`config.mk`:
```
export PLATFORM = sky130hd
export DESIGN_NAME = event_counter_control
export DESIGN_NICKNAME = d
export VERILOG_FILES = /design/src/event_counter_pkg.sv /design/src/event_source_if.sv /design/src/event_source.sv /design/src/event_counter_control.sv
export VERILOG_INCLUDE_DIRS = /design/src
export SDC_FILE = /design/constraint.sdc
export NUM_CORES = 1
export LEC_CHECK = 0
export BUFFER_PORTS_ARGS = -buffer_cell sky130_fd_sc_hd__clkbuf_2
export CORE_ASPECT_RATIO = 0.9
export CORE_MARGIN = 4
export CORE_UTILIZATION = 40
export DETAILED_ROUTE_END_ITERATION = 10
export GPL_TIMING_DRIVEN = 0
export MAX_ROUTING_LAYER = met4
export PLACE_DENSITY_LB_ADDON = 0.15
export SETUP_SLACK_MARGIN = 0.05
export SKIP_LAST_GASP = 1
export SLEW_MARGIN = 20
export SYNTH_ARGS = -nofsm -noshare
export SYNTH_HDL_FRONTEND = slang
export SYNTH_HIERARCHICAL = 1
export SYNTH_SLANG_ARGS = --single-unit
```
`constraint.sdc`:
```
create_clock -name clk -period 5 [get_ports clk]
set_clock_uncertainty 0.2 [all_clocks]
set_input_delay 0.75 -clock clk [delete_from_list [all_inputs] [get_ports clk]]
set_output_delay 0.75 -clock clk [all_outputs]
set_load 0.02 [all_outputs]
```
`src/event_counter_defines.svh`:
```
`ifndef EVENT_COUNTER_DEFINES_SVH
`define EVENT_COUNTER_DEFINES_SVH

// ****************************************************************
// Register offsets
// ****************************************************************
`define ADDR_CONTROL_STATUS 4'h0
`define ADDR_UPPER_COUNT 4'h1
`define ADDR_LOWER_COUNT 4'h2

// ****************************************************************
// Control/status bit positions
// ****************************************************************
`define BIT_UPPER_OVERFLOW 7
`define BIT_LOWER_OVERFLOW 6
`define BIT_RESERVED 5
`define BIT_SPLIT_MODE 4
`define BIT_UPPER_GATE 3
`define BIT_LOWER_GATE 2
`define BIT_UPPER_RELEASE 1
`define BIT_LOWER_RELEASE 0

// ****************************************************************
// Reset values and counter limits
// ****************************************************************
`define CONTROL_STATUS_RESET 8'h00
`define COUNT_RESET 8'h00
`define COUNT_MAX 8'hFF
`define COUNT_STEP 8'h01
`define PRESCALE_RESET 3'h0
`define PRESCALE_STEP 3'h1

// ****************************************************************
// Clock source and edge codes
// ****************************************************************
`define CLK_SEL_PIN 2'h0
`define CLK_SEL_DIV2 2'h1
`define CLK_SEL_DIV4 2'h2
`define CLK_SEL_DIV8 2'h3
`define EDGE_SEL_FALL 2'h0
`define EDGE_SEL_RISE 2'h1
`define EDGE_SEL_BOTH 2'h2

`endif

```
`src/event_counter_pkg.sv`:
```
package event_counter_pkg;

  typedef struct packed {
    logic upper_overflow_flag;
    logic lower_overflow_flag;
    logic reserved;
    logic split_mode_select;
    logic upper_count_gate;
    logic lower_count_gate;
    logic upper_reset_release;
    logic lower_reset_release;
  } control_status_t;

  typedef struct packed {
    control_status_t csr;
    logic [7:0] upper_count;
    logic [7:0] lower_count;
    logic [2:0] prescale;
    logic upper_flag_seen;
    logic lower_flag_seen;
    logic [7:0] read_data;
    logic irq_pulse;
  } control_state_t;

  typedef struct packed {
    logic pin_prev;
  } source_state_t;

endpackage

```
`src/event_source_if.sv`:
```
`timescale 1ns/1ps
interface event_source_if;
  logic pin;
  logic [1:0] clock_select;
  logic [1:0] edge_select;
  logic tick_div2;
  logic tick_div4;
  logic tick_div8;
  logic event_tick;

  modport ctrl (
    output pin,
    output clock_select,
    output edge_select,
    output tick_div2,
    output tick_div4,
    output tick_div8,
    input event_tick
  );

  modport src (
    input pin,
    input clock_select,
    input edge_select,
    input tick_div2,
    input tick_div4,
    input tick_div8,
    output event_tick
  );
endinterface

```
`src/event_source.sv`:
```
`timescale 1ns/1ps
`include "event_counter_defines.svh"
module event_source
  import event_counter_pkg::*;
(
  input wire logic clk,
  input wire logic reset_n,
  event_source_if.src link
);

  source_state_t q;
  source_state_t next_q;
  logic pin_event;

  // ****************************************************************
  // Edge detection and clock source choice
  // ****************************************************************
  always_comb
  begin
    next_q = q;
    next_q.pin_prev = link.pin;
    case (link.edge_select)
      `EDGE_SEL_FALL: pin_event = q.pin_prev & ~link.pin;
      `EDGE_SEL_RISE: pin_event = ~q.pin_prev & link.pin;
      `EDGE_SEL_BOTH: pin_event = q.pin_prev ^ link.pin;
      // The prohibited code counts nothing rather than guessing an edge.
      default: pin_event = 1'b0;
    endcase
    case (link.clock_select)
      `CLK_SEL_PIN: link.event_tick = pin_event;
      `CLK_SEL_DIV2: link.event_tick = link.tick_div2;
      `CLK_SEL_DIV4: link.event_tick = link.tick_div4;
      `CLK_SEL_DIV8: link.event_tick = link.tick_div8;
      default: link.event_tick = 1'b0;
    endcase
  end

  always_ff @(posedge clk or negedge reset_n)
  begin
    if (!reset_n)
      q <= '0;
    else
      q <= next_q;
  end

endmodule

```
`src/event_counter_control.sv`:
```
// Notes on behaviour
// - Upper overflow flag sets when the upper counter wraps from FF to 00.
// - Upper flag clears only by writing 0 after reading it as 1.
// - Writing 1 to either overflow flag does nothing.
// - Lower overflow flag sets on lower wrap, only in split mode.
// - Lower flag clears only by writing 0 after reading it as 1.
// - Split select 0 chains both counters into one 16-bit counter.
// - Split select 1 runs the counters as two 8-bit channels.
// - Upper gate 0 blocks upper event clocks and holds the value.
// - Lower gate 0 blocks lower event clocks and holds the value.
// - Upper release 0 holds the upper counter at 00.
// - Lower release 0 holds the lower counter in reset.
// - Upper counter is 8-bit, read-only, standalone in split mode.
// - In combined mode the upper counter is the high byte.
// - Upper clock is its pin, a divided clock, or lower overflow.
// - Two-bit clock select: pin, divide by 2, 4 or 8.
// - Two-bit edge select: falling, rising, both; code 11 prohibited.
// - Combined wrap FFFF to 0000 sets upper flag and raises the interrupt flag.
//
// The placing of the registers and the address-and-strobe port are this design's own decisions.
`timescale 1ns/1ps
`include "event_counter_defines.svh"
module event_counter_control
  import event_counter_pkg::*;
(
  input wire logic clk,
  input wire logic reset_n,
  input wire logic [3:0] addr,
  input wire logic [7:0] wdata,
  input wire logic wr,
  input wire logic rd,
  output logic [7:0] rdata,
  input wire logic upper_event_pin,
  input wire logic lower_event_pin,
  input wire logic upper_clock_select_msb,
  input wire logic upper_clock_select_lsb,
  input wire logic upper_edge_select_msb,
  input wire logic upper_edge_select_lsb,
  input wire logic [1:0] lower_clock_select,
  input wire logic [1:0] lower_edge_select,
  output logic event_counter_irq_flag,
  output logic [7:0] upper_event_count,
  output logic [7:0] lower_event_count
);

  control_state_t q;
  control_state_t next_q;

  logic [1:0] pin_bus;
  logic [1:0] clock_select_bus [2];
  logic [1:0] edge_select_bus [2];
  logic [1:0] event_bus;

  logic lower_event;
  logic lower_wrap;
  logic upper_event;
  logic upper_wrap;
  logic csr_write;
  logic csr_read;
  logic clear_upper;
  logic clear_lower;

  // ****************************************************************
  // Event sources, index 0 lower and index 1 upper
  // ****************************************************************
  assign pin_bus = {upper_event_pin, lower_event_pin};
  assign clock_select_bus[0] = lower_clock_select;
  assign clock_select_bus[1] = {upper_clock_select_msb, upper_clock_select_lsb};
  assign edge_select_bus[0] = lower_edge_select;
  assign edge_select_bus[1] = {upper_edge_select_msb, upper_edge_select_lsb};

  generate
    for (genvar i = 0; i < 2; i++)
    begin : g_source
      event_source_if link ();
      assign link.pin = pin_bus[i];
      assign link.clock_select = clock_select_bus[i];
      assign link.edge_select = edge_select_bus[i];
      assign link.tick_div2 = (q.prescale[0] == 1'b1);
      assign link.tick_div4 = (q.prescale[1:0] == 2'h3);
      assign link.tick_div8 = (q.prescale == 3'h7);
      assign event_bus[i] = link.event_tick;
      event_source u_source (
        .clk(clk),
        .reset_n(reset_n),
        .link(link.src)
      );
    end
  endgenerate

  // ****************************************************************
  // Counting, flags and register access
  // ****************************************************************
  always_comb
  begin
    next_q = q;
    next_q.prescale = q.prescale + `PRESCALE_STEP;
    next_q.irq_pulse = 1'b0;
    next_q.read_data = 8'h00;

    // Lower channel.
    lower_event = event_bus[0] & q.csr.lower_count_gate;
    lower_wrap = lower_event & q.csr.lower_reset_release & (q.lower_count == `COUNT_MAX);
    if (!q.csr.lower_reset_release)
      next_q.lower_count = `COUNT_RESET;
    else if (lower_event)
      next_q.lower_count = q.lower_count + `COUNT_STEP;

    // Upper channel: its own source when split, the lower carry when chained.
    if (q.csr.split_mode_select)
      upper_event = event_bus[1];
    else
      upper_event = lower_wrap;
    upper_event = upper_event & q.csr.upper_count_gate;
    upper_wrap = upper_event & q.csr.upper_reset_release & (q.upper_count == `COUNT_MAX);
    if (!q.csr.upper_reset_release)
      next_q.upper_count = `COUNT_RESET;
    else if (upper_event)
      next_q.upper_count = q.upper_count + `COUNT_STEP;

    // Register access decode.
    csr_write = wr & (addr == `ADDR_CONTROL_STATUS);
    csr_read = rd & (addr == `ADDR_CONTROL_STATUS);
    clear_upper = csr_write & ~wdata[`BIT_UPPER_OVERFLOW] & q.upper_flag_seen;
    clear_lower = csr_write & ~wdata[`BIT_LOWER_OVERFLOW] & q.lower_flag_seen;

    if (csr_write)
    begin
      // The reserved bit is stored as written; software keeps it at 0.
      next_q.csr.reserved = wdata[`BIT_RESERVED];
      next_q.csr.split_mode_select = wdata[`BIT_SPLIT_MODE];
      next_q.csr.upper_count_gate = wdata[`BIT_UPPER_GATE];
      next_q.csr.lower_count_gate = wdata[`BIT_LOWER_GATE];
      next_q.csr.upper_reset_release = wdata[`BIT_UPPER_RELEASE];
      next_q.csr.lower_reset_release = wdata[`BIT_LOWER_RELEASE];
    end

    // A write never stores a 1, and a new overflow beats a clear in the same cycle.
    next_q.csr.upper_overflow_flag = upper_wrap | (q.csr.upper_overflow_flag & ~clear_upper);
    next_q.csr.lower_overflow_flag = (lower_wrap & q.csr.split_mode_select)
      | (q.csr.lower_overflow_flag & ~clear_lower);
    next_q.irq_pulse = upper_wrap & ~q.csr.split_mode_select;

    // A read of the flags arms the clear; a clearing write consumes it.
    if (csr_read)
    begin
      next_q.upper_flag_seen = q.csr.upper_overflow_flag;
      next_q.lower_flag_seen = q.csr.lower_overflow_flag;
    end
    else
    begin
      if (clear_upper)
        next_q.upper_flag_seen = 1'b0;
      if (clear_lower)
        next_q.lower_flag_seen = 1'b0;
    end

    // Read data stand only in the cycle after the strobe.
    if (rd)
    begin
      case (addr)
        `ADDR_CONTROL_STATUS: next_q.read_data = q.csr;
        `ADDR_UPPER_COUNT: next_q.read_data = q.upper_count;
        `ADDR_LOWER_COUNT: next_q.read_data = q.lower_count;
        default: next_q.read_data = 8'h00;
      endcase
    end
  end

  // ****************************************************************
  // State register
  // ****************************************************************
  always_ff @(posedge clk or negedge reset_n)
  begin
    if (!reset_n)
    begin
      q.csr <= `CONTROL_STATUS_RESET;
      q.upper_count <= `COUNT_RESET;
      q.lower_count <= `COUNT_RESET;
      q.prescale <= `PRESCALE_RESET;
      q.upper_flag_seen <= 1'b0;
      q.lower_flag_seen <= 1'b0;
      q.read_data <= 8'h00;
      q.irq_pulse <= 1'b0;
    end
    else
      q <= next_q;
  end

  assign rdata = q.read_data;
  assign event_counter_irq_flag = q.irq_pulse;
  assign upper_event_count = q.upper_count;
  assign lower_event_count = q.lower_count;

endmodule

```
==> flow_summary.toml <==
[sta]
setup_violations = 0
maxSlewViolCount = 0
rsz0062_at_grt = "no"
tightest_slew_ps = 892.9
hold_viol = 0
slew_headroom_pct = 40.47
tns_ps = 0
layout_min_cycle_time_ps = 3089
fmax_mhz = 323.7
period_share_pct = 61.78

[worst_setup_path]
crit_top_cell = "o21ai_0"
timing.rr.start = "g_source[0].u_source/q$_DFF_PN0_"
arrival_ps = 3060
crit_chain = "clkbuf_2, ha_1, o21ai_0, o31ai_1, o41ai_2, nand3_2, nor4_1, o21ai_0, mux2i_1"
reg2regPathDepth = 9
cp-start-kind = "primary input"
cpPeakStageDelay_ps = 680
worstSetupStartpoint = "lower_event_pin"
crit_path_end_kind = "flop"
crit_type = "primary input to flop"
worst_ep_required_time_ps = 4970
slowest_stage = "nor4_1"
critPathMaxFanout = 5

[clocking]
cts_buffer_depth = 2
htreeDepth = 2
cts_root_buffer = "clkbuf_8"
post_cts_buffers = 0
cts_buffers = 5
cts_sinks = 40
cts_resized = 0
clk_latency_ps = 290
cts_tree = "built"
cts_hold_buf = 0
clk_pin_slew_worst_paths_ps = 80

[routing]
vias = 1740
wire_per_inst_um = 12.99
routed_wl_um = 4571
ant_nets = 0
drc = 0
viasPerCell = 4.943
drtIter0Drc = 73
dr.pass1.iters = 4

[synthesis]
synth_top_family_by_area = "simple AND/OR/NAND/NOR gates"
netlist_instances = 227
ys_ff_latch = 40
synth_area_sq_um = 2265
synth_ff_type = "dfrtp_1"
async_flop_share_pct = 100.0
synth_cell_types = 34
synth_compound_area_share_pct = 10.50
synth_edf_count = 0
synth_fp_nets = 261
ys_seq_area_share_pct = 44.20
synth-simple-area-share_pct = 18.34
synthAdderAreaFrac_pct = 4.420
yosysWarnings = 6
synthMuxAreaShare_pct = 10.06
synth-xor-area-share_pct = 2.707
synth.avg_cell_area_sq_um = 9.977

[floorplan]
die_h_um = 79.39
num_rows = 25
die_area_sq_um = 6932
io_pins = 51
initial_core_util_pct = 42.09
core_sq_um = 5380
die_w_um = 87.32

[cells_and_area]
final_nets = 318
insertedDiodeCount = 0
layout-drive-gt1-share_pct = 32.63
n_fill_cell = 536
syn2layout_area_growth_pct = 19.50
instances_no_fill = 352

[power_and_ir_drop]
power.density_nw_per_um2 = 264.4
ir_drop_mv = 0.2010
p_leak_uw = 0.001376

[placed_design]
place_inst = 344
hpwl_um = 3393
gp_congestion = 0.7993
io_buffers = 50

[grt]
grt.overflow.total = 0
antenna_found_initial = 0
grtUsageTotal_pct = 14.42
grt_max_degree = 41
first_global_vias = 1700
grt_pass1_wl_um = 7672

[job]
maxCapViolations = 0

[min_path]
min_from = "g_source[0].link.tick_div2$_DFF_PN0_"
hold_class = "flop to flop"
hold_path_depth = 1

[outcome]
outcome = "finished clean"
[placed cells by master, fill, tap and decap left out, types with 3 or more instances in the layout]
master | netlist | routed
nor2b_1 | 5 | 5
nand3_1 | 7 | 7
a21oi_1 | 13 | 13
clkbuf_1 | 5 | 6
clkbuf_2 | 0 | 49
a21o_1 | 3 | 3
dfrtp_1 | 40 | 40
nor3_1 | 3 | 3
mux2i_1 | 16 | 16
nand4_1 | 5 | 5
and3_1 | 3 | 3
nor2_1 | 17 | 17
nand2b_1 | 8 | 8
inv_1 | 6 | 6
xnor2_1 | 6 | 6
nand2_1 | 14 | 14
clkbuf_8 | 0 | 5
buf_4 | 24 | 24
mux2_2 | 6 | 6
and2_1 | 8 | 8
ha_1 | 8 | 8
o21ai_0 | 11 | 11
[logic make-up after synthesis]
logic type / Yosys count
flops: 40
mux: 22
xor+xnor: 7
compound gates: 37
buf+inv: 35
fa+ha+maj: 8
simple gates: 78
[per-stage QoR]
step | hold slack (ps) | instance area, sq um | worst slack (ps) | total power (uW) | utilization (%)
detailed placement | 271.2 | 2599 | 1662 | 465.3 | 48.30
floorplan | 238.8 | 2265 | 2046 | 423.0 | -
global route | 309.8 | 2706 | 1798 | 754.3 | 50.30
global placement | 264.1 | 2599 | 1681 | 462.4 | 48.30
finish | 271.8 | 2706 | 1911 | 715.5 | 50.30
CTS | 279.8 | 2706 | 1953 | 726.1 | 50.30
[flip-flops by register name, indices dropped and copies added, names as in the netlist]
signal	count
g_source.u_source/q	2
g_source.link.tick_div2	1
upper_event_count	8
rdata	8
lower_event_count	8
event_counter_irq_flag	1
q	12
[Yosys cell counts, types with 3 or more instances]
cell,instances,area share [%]
a21o_1,3,0.99
and2_1,8,2.2
clkbuf_1,5,0.83
a21oi_1,13,2.9
xnor2_1,6,2.3
mux2i_1,16,7.1
nor2b_1,5,1.4
o21ai_0,11,2.4
nand2_1,14,2.3
nor3_1,3,0.66
ha_1,8,4.4
buf_4,24,8.0
nand4_1,5,1.4
inv_1,6,0.99
mux2_2,6,3.0
nand2b_1,8,2.2
and3_1,3,0.83
dfrtp_1,40,44
nor2_1,17,2.8
nand3_1,7,1.5
[layer usage]
metal	part of all wire [%]	vias up	routed length, um	global-route usage (%)
li1	-	884	-	-
met1	50	806	2272	19.49
met2	44	43	2006	21.31
met3	5.1	7	235	3.509
met4	1.2	0	57	4.755
met5	0	-	0	-
[critical path, delay by kind of cell]
family	cells	cell delay [ps]
buf+inv	1	100
simple gates	2	880
mux	1	160
compound gates	4	910
fa+ha+maj	1	260
[power breakdown]
part	leakage [uW]	switching [uW]	internal, uW
registers	0.000539	22.5	338
logic	0.000782	53.1	43.6
clock network	0.0000552	110	148
[cell type report]
class	instances	area (sq um)	share of cell area, %
timing repair buffer	50	250.2	9.246
inverter	6	22.52	0.8322
tap	67	83.83	3.098
clock inverter	2	35.03	1.294
buffer	29	198.9	7.351
sequential	40	1001	36.99
multi-input combinational	152	1042	38.51
clock buffer	6	72.57	2.681
[path summary, 6_finish.rpt]
| path | endpoint | slack (ps) |
|---|---|---|
| setup / recovery | upper_event_count[7]$_DFFE_PN0P_ | 1910 |
| hold / removal | g_source[0].link.tick_div2$_DFF_PN0_ | 270 |
| setup reg to reg | upper_event_count[7]$_DFFE_PN0P_ | 2070 |
| hold reg to reg | g_source[0].link.tick_div2$_DFF_PN0_ | 270 |
| max in group asynchronous | upper_event_count[5]$_DFFE_PN0P_ | 3660 |
| min in group asynchronous | q[33]$_DFFE_PN0N_ | 380 |
(Power assumes the default switching activity.)
